## src/rtl/limux_regs.svh

```systemverilog
// Constants of the interface management command block
`ifndef LIMUX_REGS_SVH
`define LIMUX_REGS_SVH
`define LIMUX_OP_SELECT     8'h00
`define LIMUX_OP_RESET      8'h01
`define LIMUX_OP_ASSIGN     8'h02
`define LIMUX_OP_RETRIEVE   8'h03
`define LIMUX_OP_CONFIGURE  8'h04
`define LIMUX_IDX_MAX       8'h1f
`define LIMUX_IDX_ZERO      8'h00
`define LIMUX_TAG_MAIN      8'h80
`define LIMUX_TAG_OPT       8'h81
`define LIMUX_LEN_ONE       8'h01
`define LIMUX_NONE_ASSIGNED 8'hff
`define LIMUX_OPT_NAD_BIT   0
`define LIMUX_OPT_MASK      8'h01
`define LIMUX_SW_OK         16'h9000
`define LIMUX_SW_BAD_P1     16'h6a86
`define LIMUX_SW_BAD_P2     16'h6a86
`define LIMUX_SW_ORDER      16'h6985
`define LIMUX_ATR_DEPTH     32
`define LIMUX_ATR_AW        5
`define LIMUX_ATR_LEN_RST   6'h00
`define LIMUX_HDR_LEN       8'h02
`define LIMUX_CFG_RSP_LEN   8'h06
`define LIMUX_RET_RSP_LEN   8'h03
`endif
```

## src/rtl/limux_pkg.sv

```systemverilog
// Types of the interface management command block
package limux_pkg;
  typedef struct packed {
    logic [7:0]  op;
    logic [7:0]  idx;
    logic [7:0]  prop_max;
    logic        opt_present;
    logic [7:0]  opt;
  } limux_cmd_t;

  typedef enum logic [4:0] {
    LIMUX_IDLE = 5'b00001,
    LIMUX_HDR  = 5'b00010,
    LIMUX_BODY = 5'b00100,
    LIMUX_SW1  = 5'b01000,
    LIMUX_SW2  = 5'b10000
  } limux_state_t;

  typedef struct packed {
    limux_state_t state;
    logic [4:0]   active_idx;
    logic [7:0]   clf_idx;
    logic         configured;
    logic [4:0]   max_idx;
    logic         nad_mode;
    logic [7:0]   rsp_len;
    logic [7:0]   rsp_cnt;
    logic [7:0]   hdr0;
    logic [7:0]   hdr1;
    logic [7:0]   hdr2;
    logic [15:0]  sw;
    logic         rsp_valid;
    logic [7:0]   rsp_data;
    logic         rsp_last;
    logic         cmd_ready;
    logic         elem_rst;
  } limux_st_t;
endpackage : limux_pkg

```

## src/rtl/limux_atr_mem.sv

```systemverilog
// Answer-to-reset byte store with registered read data
`timescale 1ns/100ps
`default_nettype none
`include "limux_regs.svh"
module limux_atr_mem
(
  input  wire logic                     core_clk_i,
  input  wire logic                     we_i,
  input  wire logic [`LIMUX_ATR_AW-1:0] waddr_i,
  input  wire logic [7:0]               wdata_i,
  input  wire logic [`LIMUX_ATR_AW-1:0] raddr_i,
  output var  logic [7:0]               rdata_o
);
  logic [7:0] mem [`LIMUX_ATR_DEPTH];

  always_ff @(posedge core_clk_i)
  begin
    if (we_i)
    begin
      mem[waddr_i] <= wdata_i;
    end
    rdata_o <= mem[raddr_i];
  end
endmodule : limux_atr_mem
`default_nettype wire

```

## src/rtl/limux_cmd.sv

```systemverilog
// Logical interface management command interpreter
`timescale 1ns/100ps
`default_nettype none
`include "limux_regs.svh"
module limux_cmd
(
  input  wire logic                     core_clk_i,
  input  wire logic                     rst_i,
  input  wire logic                     session_start_i,
  input  wire logic                     card_opt_nad_i,
  input  wire logic                     nad_sel_valid_i,
  input  wire logic [4:0]               nad_sel_idx_i,
  input  wire logic                     cmd_valid_i,
  input  wire limux_pkg::limux_cmd_t    cmd_i,
  input  wire logic                     atr_we_i,
  input  wire logic [`LIMUX_ATR_AW-1:0] atr_waddr_i,
  input  wire logic [7:0]               atr_wdata_i,
  input  wire logic [7:0]               atr_len_i,
  output var  logic                     cmd_ready_o,
  output var  logic                     rsp_valid_o,
  output var  logic [7:0]               rsp_data_o,
  output var  logic                     rsp_last_o,
  output var  logic [4:0]               active_idx_o,
  output var  logic [7:0]               clf_idx_o,
  output var  logic                     elem_rst_o,
  output var  logic                     nad_mode_o,
  output var  logic [4:0]               max_idx_o
);
  limux_pkg::limux_st_t st;
  limux_pkg::limux_st_t next_st;
  logic [7:0]           atr_rdata;
  logic [4:0]           atr_raddr;

  // ===========================================================
  // ATR store
  assign atr_raddr = next_st.rsp_cnt[`LIMUX_ATR_AW-1:0];

  limux_atr_mem u_atr
  (
    .core_clk_i (core_clk_i),
    .we_i       (atr_we_i),
    .waddr_i    (atr_waddr_i),
    .wdata_i    (atr_wdata_i),
    .raddr_i    (atr_raddr),
    .rdata_o    (atr_rdata)
  );

  // Checks the index against the agreed range
  function automatic logic idx_ok(input logic [7:0] idx, input logic [4:0] mx);
    idx_ok = (idx <= `LIMUX_IDX_MAX) && (idx[4:0] <= mx);
  endfunction : idx_ok

  // ===========================================================
  // Next state
  always_comb
  begin
    logic [7:0] prop;
    logic       bad;
    prop = 8'h00;
    bad = 1'b0;
    next_st = st;
    next_st.elem_rst = 1'b0;
    next_st.rsp_valid = 1'b0;
    next_st.rsp_last = 1'b0;
    if (session_start_i)
    begin
      // Link holder survives session resets on purpose
      next_st.active_idx = 5'h00;
      next_st.configured = 1'b0;
      next_st.max_idx = 5'h00;
      next_st.nad_mode = 1'b0;
    end
    else if (nad_sel_valid_i && st.nad_mode && idx_ok({3'h0, nad_sel_idx_i}, st.max_idx))
    begin
      next_st.active_idx = nad_sel_idx_i;
    end
    case (st.state)
      limux_pkg::LIMUX_IDLE:
      begin
        next_st.cmd_ready = 1'b1;
        if (cmd_valid_i && !session_start_i)
        begin
          next_st.cmd_ready = 1'b0;
          next_st.sw = `LIMUX_SW_OK;
          next_st.rsp_len = 8'h00;
          next_st.rsp_cnt = 8'h00;
          if (cmd_i.op == `LIMUX_OP_CONFIGURE)
          begin
            bad = (cmd_i.idx != `LIMUX_IDX_ZERO) || st.configured;
          end
          else if (cmd_i.op == `LIMUX_OP_RETRIEVE)
          begin
            bad = cmd_i.idx != `LIMUX_IDX_ZERO;
          end
          else if (cmd_i.op <= `LIMUX_OP_ASSIGN)
          begin
            bad = !idx_ok(cmd_i.idx, st.max_idx);
          end
          else
          begin
            bad = 1'b1;
          end
          if (bad)
          begin
            next_st.sw = `LIMUX_SW_BAD_P2;
            next_st.state = limux_pkg::LIMUX_SW1;
          end
          else if (cmd_i.op == `LIMUX_OP_SELECT)
          begin
            next_st.active_idx = cmd_i.idx[4:0];
            next_st.state = limux_pkg::LIMUX_SW1;
          end
          else if (cmd_i.op == `LIMUX_OP_CONFIGURE)
          begin
            prop = (cmd_i.prop_max > `LIMUX_IDX_MAX) ? `LIMUX_IDX_MAX : cmd_i.prop_max;
            next_st.max_idx = prop[4:0];
            // Absent option TLV reads as all zero
            next_st.nad_mode = card_opt_nad_i && cmd_i.opt_present
              && cmd_i.opt[`LIMUX_OPT_NAD_BIT];
            next_st.configured = 1'b1;
            next_st.hdr0 = `LIMUX_TAG_MAIN;
            next_st.hdr1 = `LIMUX_LEN_ONE;
            next_st.hdr2 = {3'h0, prop[4:0]};
            next_st.rsp_len = `LIMUX_CFG_RSP_LEN;
            next_st.state = limux_pkg::LIMUX_HDR;
          end
          else if (cmd_i.op == `LIMUX_OP_RETRIEVE)
          begin
            next_st.hdr0 = `LIMUX_TAG_MAIN;
            next_st.hdr1 = `LIMUX_LEN_ONE;
            next_st.hdr2 = st.clf_idx;
            next_st.rsp_len = `LIMUX_RET_RSP_LEN;
            next_st.state = limux_pkg::LIMUX_HDR;
          end
          else
          begin
            next_st.active_idx = cmd_i.idx[4:0];
            next_st.elem_rst = 1'b1;
            if (cmd_i.op == `LIMUX_OP_ASSIGN)
            begin
              next_st.clf_idx = cmd_i.idx;
            end
            next_st.hdr0 = `LIMUX_TAG_MAIN;
            next_st.hdr1 = atr_len_i;
            next_st.rsp_len = atr_len_i + `LIMUX_HDR_LEN;
            next_st.state = limux_pkg::LIMUX_HDR;
          end
        end
      end
      limux_pkg::LIMUX_HDR:
      begin
        next_st.rsp_valid = 1'b1;
        next_st.rsp_data = (st.rsp_cnt == 8'h00) ? st.hdr0 : st.hdr1;
        next_st.rsp_cnt = st.rsp_cnt + 8'h01;
        if (st.rsp_cnt == 8'h01)
        begin
          next_st.rsp_cnt = 8'h00;
          next_st.state = limux_pkg::LIMUX_BODY;
        end
      end
      limux_pkg::LIMUX_BODY:
      begin
        if (st.rsp_cnt + `LIMUX_HDR_LEN >= st.rsp_len)
        begin
          next_st.state = limux_pkg::LIMUX_SW1;
        end
        else
        begin
          next_st.rsp_valid = 1'b1;
          next_st.rsp_cnt = st.rsp_cnt + 8'h01;
          if (st.rsp_len == `LIMUX_CFG_RSP_LEN)
          begin
            next_st.rsp_data = (st.rsp_cnt == 8'h00) ? st.hdr2
              : (st.rsp_cnt == 8'h01) ? `LIMUX_TAG_OPT
              : (st.rsp_cnt == 8'h02) ? `LIMUX_LEN_ONE
              : {7'h00, st.nad_mode};
          end
          else
          begin
            next_st.rsp_data = (st.rsp_len == `LIMUX_RET_RSP_LEN) ? st.hdr2 : atr_rdata;
          end
        end
      end
      limux_pkg::LIMUX_SW1:
      begin
        next_st.rsp_valid = 1'b1;
        next_st.rsp_data = st.sw[15:8];
        next_st.state = limux_pkg::LIMUX_SW2;
      end
      limux_pkg::LIMUX_SW2:
      begin
        next_st.rsp_valid = 1'b1;
        next_st.rsp_data = st.sw[7:0];
        next_st.rsp_last = 1'b1;
        next_st.cmd_ready = 1'b1;
        next_st.state = limux_pkg::LIMUX_IDLE;
      end
      default:
      begin
        next_st.state = limux_pkg::LIMUX_IDLE;
      end
    endcase
  end

  // ===========================================================
  // State register
  always_ff @(posedge core_clk_i)
  begin
    if (rst_i)
    begin
      st <= '0;
      st.state <= limux_pkg::LIMUX_IDLE;
      st.clf_idx <= `LIMUX_NONE_ASSIGNED;
    end
    else
    begin
      st <= next_st;
    end
  end

  assign cmd_ready_o = st.cmd_ready;
  assign rsp_valid_o = st.rsp_valid;
  assign rsp_data_o = st.rsp_data;
  assign rsp_last_o = st.rsp_last;
  assign active_idx_o = st.active_idx;
  assign clf_idx_o = st.clf_idx;
  assign elem_rst_o = st.elem_rst;
  assign nad_mode_o = st.nad_mode;
  assign max_idx_o = st.max_idx;

  // ===========================================================
  // Assertions
  AST_SESSION_ZERO: assert property (@(posedge core_clk_i) disable iff (rst_i)
    session_start_i |=> active_idx_o == 5'h00)
    else $error("active index not zero after session start");
  AST_SELECT: assert property (@(posedge core_clk_i) disable iff (rst_i)
    st.state == limux_pkg::LIMUX_IDLE && cmd_valid_i && !session_start_i
    && cmd_i.op == `LIMUX_OP_SELECT && idx_ok(cmd_i.idx, st.max_idx)
    |=> active_idx_o == $past(cmd_i.idx[4:0]) ##1 rsp_valid_o ##1 rsp_last_o)
    else $error("select did not route");
  AST_RESET_ELEM: assert property (@(posedge core_clk_i) disable iff (rst_i)
    st.state == limux_pkg::LIMUX_IDLE && cmd_valid_i && !session_start_i
    && cmd_i.op == `LIMUX_OP_RESET && idx_ok(cmd_i.idx, st.max_idx)
    |=> elem_rst_o && active_idx_o == $past(cmd_i.idx[4:0]))
    else $error("reset element missing");
  AST_ASSIGN: assert property (@(posedge core_clk_i) disable iff (rst_i)
    st.state == limux_pkg::LIMUX_IDLE && cmd_valid_i && !session_start_i
    && cmd_i.op == `LIMUX_OP_ASSIGN && idx_ok(cmd_i.idx, st.max_idx)
    |=> elem_rst_o && clf_idx_o == $past(cmd_i.idx))
    else $error("assign did not record link");
  AST_LINK_KEPT: assert property (@(posedge core_clk_i) disable iff (rst_i)
    session_start_i |=> $stable(clf_idx_o))
    else $error("link holder lost on session reset");
  AST_CLAMP: assert property (@(posedge core_clk_i) disable iff (rst_i)
    st.state == limux_pkg::LIMUX_IDLE && cmd_valid_i && !session_start_i
    && cmd_i.op == `LIMUX_OP_CONFIGURE && cmd_i.idx == `LIMUX_IDX_ZERO && !st.configured
    |=> {3'h0, max_idx_o} == (($past(cmd_i.prop_max) > `LIMUX_IDX_MAX) ? `LIMUX_IDX_MAX
      : $past(cmd_i.prop_max)))
    else $error("proposed maximum not clamped");
  AST_NAD_AGREE: assert property (@(posedge core_clk_i) disable iff (rst_i)
    $rose(nad_mode_o) |-> $past(card_opt_nad_i) && $past(cmd_i.opt_present)
    && $past(cmd_i.opt[`LIMUX_OPT_NAD_BIT]))
    else $error("node selection agreed without both sides");
  AST_REJECT: assert property (@(posedge core_clk_i) disable iff (rst_i)
    st.state == limux_pkg::LIMUX_IDLE && cmd_valid_i && !session_start_i
    && cmd_i.op > `LIMUX_OP_CONFIGURE
    |=> $stable(active_idx_o) && !elem_rst_o ##1 rsp_data_o == `LIMUX_SW_BAD_P1 >> 8)
    else $error("reserved op not rejected");
  AST_RSP_TAG: assert property (@(posedge core_clk_i) disable iff (rst_i)
    st.state == limux_pkg::LIMUX_HDR && st.rsp_cnt == 8'h00
    |=> rsp_valid_o && rsp_data_o == `LIMUX_TAG_MAIN)
    else $error("reply tag wrong");
  COV_SELECT: cover property (@(posedge core_clk_i) cmd_valid_i && cmd_i.op == `LIMUX_OP_SELECT);
  COV_CONFIG: cover property (@(posedge core_clk_i) st.configured && nad_mode_o);
  COV_ASSIGN: cover property (@(posedge core_clk_i) clf_idx_o != `LIMUX_NONE_ASSIGNED);
endmodule : limux_cmd
`default_nettype wire

```

## config.mk

```make
export PLATFORM = sky130hd
export DESIGN_NAME = limux_cmd
export DESIGN_NICKNAME = d
export VERILOG_FILES = /design/src/rtl/limux_pkg.sv /design/src/rtl/limux_atr_mem.sv /design/src/rtl/limux_cmd.sv
export VERILOG_INCLUDE_DIRS = /design/src /design/src/rtl
export SDC_FILE = /design/constraint.sdc
export NUM_CORES = 1
export LEC_CHECK = 0
export BUFFER_PORTS_ARGS = -buffer_cell sky130_fd_sc_hd__buf_4
export CAP_MARGIN = 20
export CORE_UTILIZATION = 45
export CTS_CLUSTER_SIZE = 20
export DETAILED_ROUTE_END_ITERATION = 10
export GPL_ROUTABILITY_DRIVEN = 0
export PLACE_DENSITY = 0.61
export SLEW_MARGIN = 20
export SYNTH_ARGS = -nofsm -noshare
export SYNTH_HDL_FRONTEND = slang
export SYNTH_SLANG_ARGS = --single-unit
```

## constraint.sdc

```tcl
create_clock -name core_clk_i -period 3.8 [get_ports core_clk_i]
set_input_delay 0.19 -clock core_clk_i [delete_from_list [all_inputs] [get_ports core_clk_i]]
set_output_delay 0.19 -clock core_clk_i [all_outputs]
set_load 0.005 [all_outputs]
```

==> results.py <==
metrics = {
    "setup_path": {
        "reg2reg_from": "st[53]",
        "cp-endpoint": "u_atr.rdata_o[5]",
        "cp_max_fo": 23,
        "rr_worst_depth": 15,
        "cp.arrival_ps": 4180,
        "worst_setup_path_end_kind": "flop",
        "start_kind": "flop",
        "r2r_slack_ps": 20,
        "crit_start": "st[53]",
        "r2r-end": "u_atr.rdata_o[5]",
        "crit_required_ps": 4190,
        "crit_type": "flop to flop",
    },
    "sta": {
        "rsz0062_at_grt": "yes",
        "fin_worst_skew_ps": 23.1,
        "max_freq_mhz": 264,
        "worst-slew-pin-transition_ps": 981,
        "min_period_over_period_pct": 99.5,
        "final_hold_viol_count": 0,
        "tns_ps": 0,
        "hold-worst-slack_ps": 24.2,
        "setup_viol": 0,
        "relSlewSlack_pct": 34.4,
        "drv_slew": 0,
        "fin_crit_ps": 3780,
    },
    "floorplan": {
        "initial_core_util_pct": 46.0,
        "rows": 66,
        "die_h_um": 185,
        "die_w_um": 185,
        "die_area_mm2": 0.0342,
        "core_region_area_mm2": 0.0327,
        "ios": 97,
    },
    "status": {
        "status": "finished, final reports clean",
    },
    "synth": {
        "synth_cells": 1262,
        "synth.avg_cell_area_um2": 11.9,
        "ys_seq_area_share_pct": 61.8,
        "synth_top_flop_cell": "edfxtp_1",
        "synth_edf_count": 256,
        "yosys_warnings": 0,
        "syn_area_mm2": 0.0150,
        "synth_nets": 1353,
        "ys_seq_elements": 336,
        "async_flop_share_pct": 0,
        "synthDistinctLibCells": 72,
    },
    "route": {
        "via_per_inst": 5.62,
        "wirelength_um": 38300,
        "drc_errors": 0,
        "dr.pass1.iters": 5,
        "wl_per_cell_um": 20.5,
        "ant_nets": 0,
        "vias": 10500,
        "drtIter0Drc": 910,
    },
    "clock_tree": {
        "clkLatencyLatePin_ps": 540,
        "cts.path.max_buffers": 3,
        "cts_max_level": 2,
        "clock-sinks": 336,
        "path_clk_slew_ps": 60,
        "cts_buffers": 38,
        "cts_root_buffer": "clkbuf_16",
        "cts_tree": "done",
    },
    "power": {
        "p_leak_nw": 6.41,
        "powerDensity_mw_per_mm2": 432,
        "vdd_drop_max_uv": 400,
        "totalPowerFinal_mw": 7.83,
    },
    "placed_design": {
        "portBuffers": 89,
        "placed_cell_area_mm2": 0.0164,
        "dp_cells": 1767,
        "place_hpwl_um": 24700,
    },
    "global_routing": {
        "grt_max_degree": 67,
        "grt_usage_pct": 21.7,
        "overflow": 0,
        "grt_pass1_wl_um": 56000,
        "antenna_found_initial": 0,
        "grt_pass1_vias": 9934,
    },
    "final_layout": {
        "fillers": 2794,
        "final_cells": 1870,
        "drive_gt1_share_pct": 20.1,
        "num_antenna_cells": 0,
        "area_delta_synth_final_pct": 20.4,
        "final_cell_mix": "edfxtp_1, buf_4, nand2_1, nor2_1, nand3_1",
        "fin_nets": 1489,
        "final_area_mm2": 0.0181,
        "final_common_cell": "edfxtp_1",
    },
    "job": {
        "max-cap-violations": 0,
    },
    "min_path": {
        "hp-class": "primary input to flop",
    },
}
-- worst min path at each step --
stage / startpoint / cells past startpoint / end
6_report: atr_len_i[1] / 4 / st[61]
5_1_grt: atr_len_i[1] / 4 / st[61]
4_1_cts: atr_len_i[1] / 4 / st[61]
3_5_place_dp: rsp_data_o[6] / 2 / rsp_data_o[6]
3_3_place_gp: rsp_data_o[4] / 2 / rsp_data_o[4]
2_1_floorplan: atr_wdata_i[0] / 0 / u_atr.mem[0][0]
-- cells by family after synthesis --
kind of cell | share of synthesized area [%]
buffers and inverters | 4.37
xor gates and xnor gates | 0.873
adders and majority gates | 2.08
AOI/OAI and AO/OA | 12.9
and+or+nand+nor | 13.7
DFF | 61.8
muxes | 4.32
-- metrics by stage --
stage               util, %  setup WS [ps]
floorplan                 -            218
CTS                    54.6           3.02
global placement       50.2          -61.8
detailed placement     50.2           -138
global route           55.4          -55.9
finish                 55.4           18.1
-- state kept, by name, summed over array words and instances (netlist names) --
name / cells
nad_mode_o: 1
u_atr.rdata_o: 8
max_idx_o: 5
u_atr.mem: 256
elem_rst_o: 1
rsp_valid_o: 1
rsp_last_o: 1
cmd_ready_o: 1
st: 41
clf_idx_o: 8
rsp_data_o: 8
active_idx_o: 5
-- metal layers --
layer | track usage [%] | share of wire (%) | wire [um] | vias up
li1 | - | - | - | 4973
met1 | 28.7 | 42 | 16300 | 5114
met2 | 36.7 | 49 | 18600 | 350
met3 | 3.09 | 6.1 | 2350 | 64
met4 | 7.47 | 2.9 | 1100 | 0
met5 | 0 | 0 | 0 | -
-- power by group --
part | switching, mW | internal [mW] | total (mW) | leakage (nW)
Combinational | 0.148 | 0.0883 | 0.236 | 2.86
Sequential | 0.0113 | 3.98 | 4.00 | 2.96
Clock | 1.50 | 2.10 | 3.60 | 0.596
Total | 1.66 | 6.17 | 7.83 | 6.41
-- cells in the mapped netlist, types with 26 or more instances --
cell type	instances	area, um2
buf_2	26	130
dfxtp_1	80	1600
a21oi_1	55	275
clkbuf_1	30	113
nand3_1	91	455
o21a_1	52	390
inv_1	26	97.6
buf_4	29	218
mux2i_1	57	571
nand2_1	134	503
nor2_1	103	387
edfxtp_1	256	7690
-- worst max-delay path, stage by stage (launching register included) --
cell and delay [ps]:
dfxtp_2 340, ha_1 220, xor2_1 160, ha_1 220
or4_1 540, a21oi_2 160, a211oi_2 50, buf_4 160
o211a_4 270, or2_1 260, buf_12 190, nor2_1 440
a32oi_1 200, o311ai_0 150, buf_4 190, a211oi_2 70
-- area by class of cell --
cell class / instances / area (um2) / area share [%]
sequential: 336 / 9290 / 51.3
multi-input combinational: 804 / 5270 / 29.1
timing repair buffer: 192 / 1660 / 9.19
clock buffer: 47 / 995 / 5.49
tap: 442 / 553 / 3.05
clock inverter: 23 / 243 / 1.34
inverter: 26 / 97.6 / 0.539
-- what timing repair did --
action,in CTS,in global routing
resized for setup,3,24
setup buffers,0,14
setup endpoints to repair,4,8
gates cloned,0,2
endpoints found under the hold margin,20,0
pin swaps,0,10
hold buffers,17,0
Power figures use the tool's default switching activity.
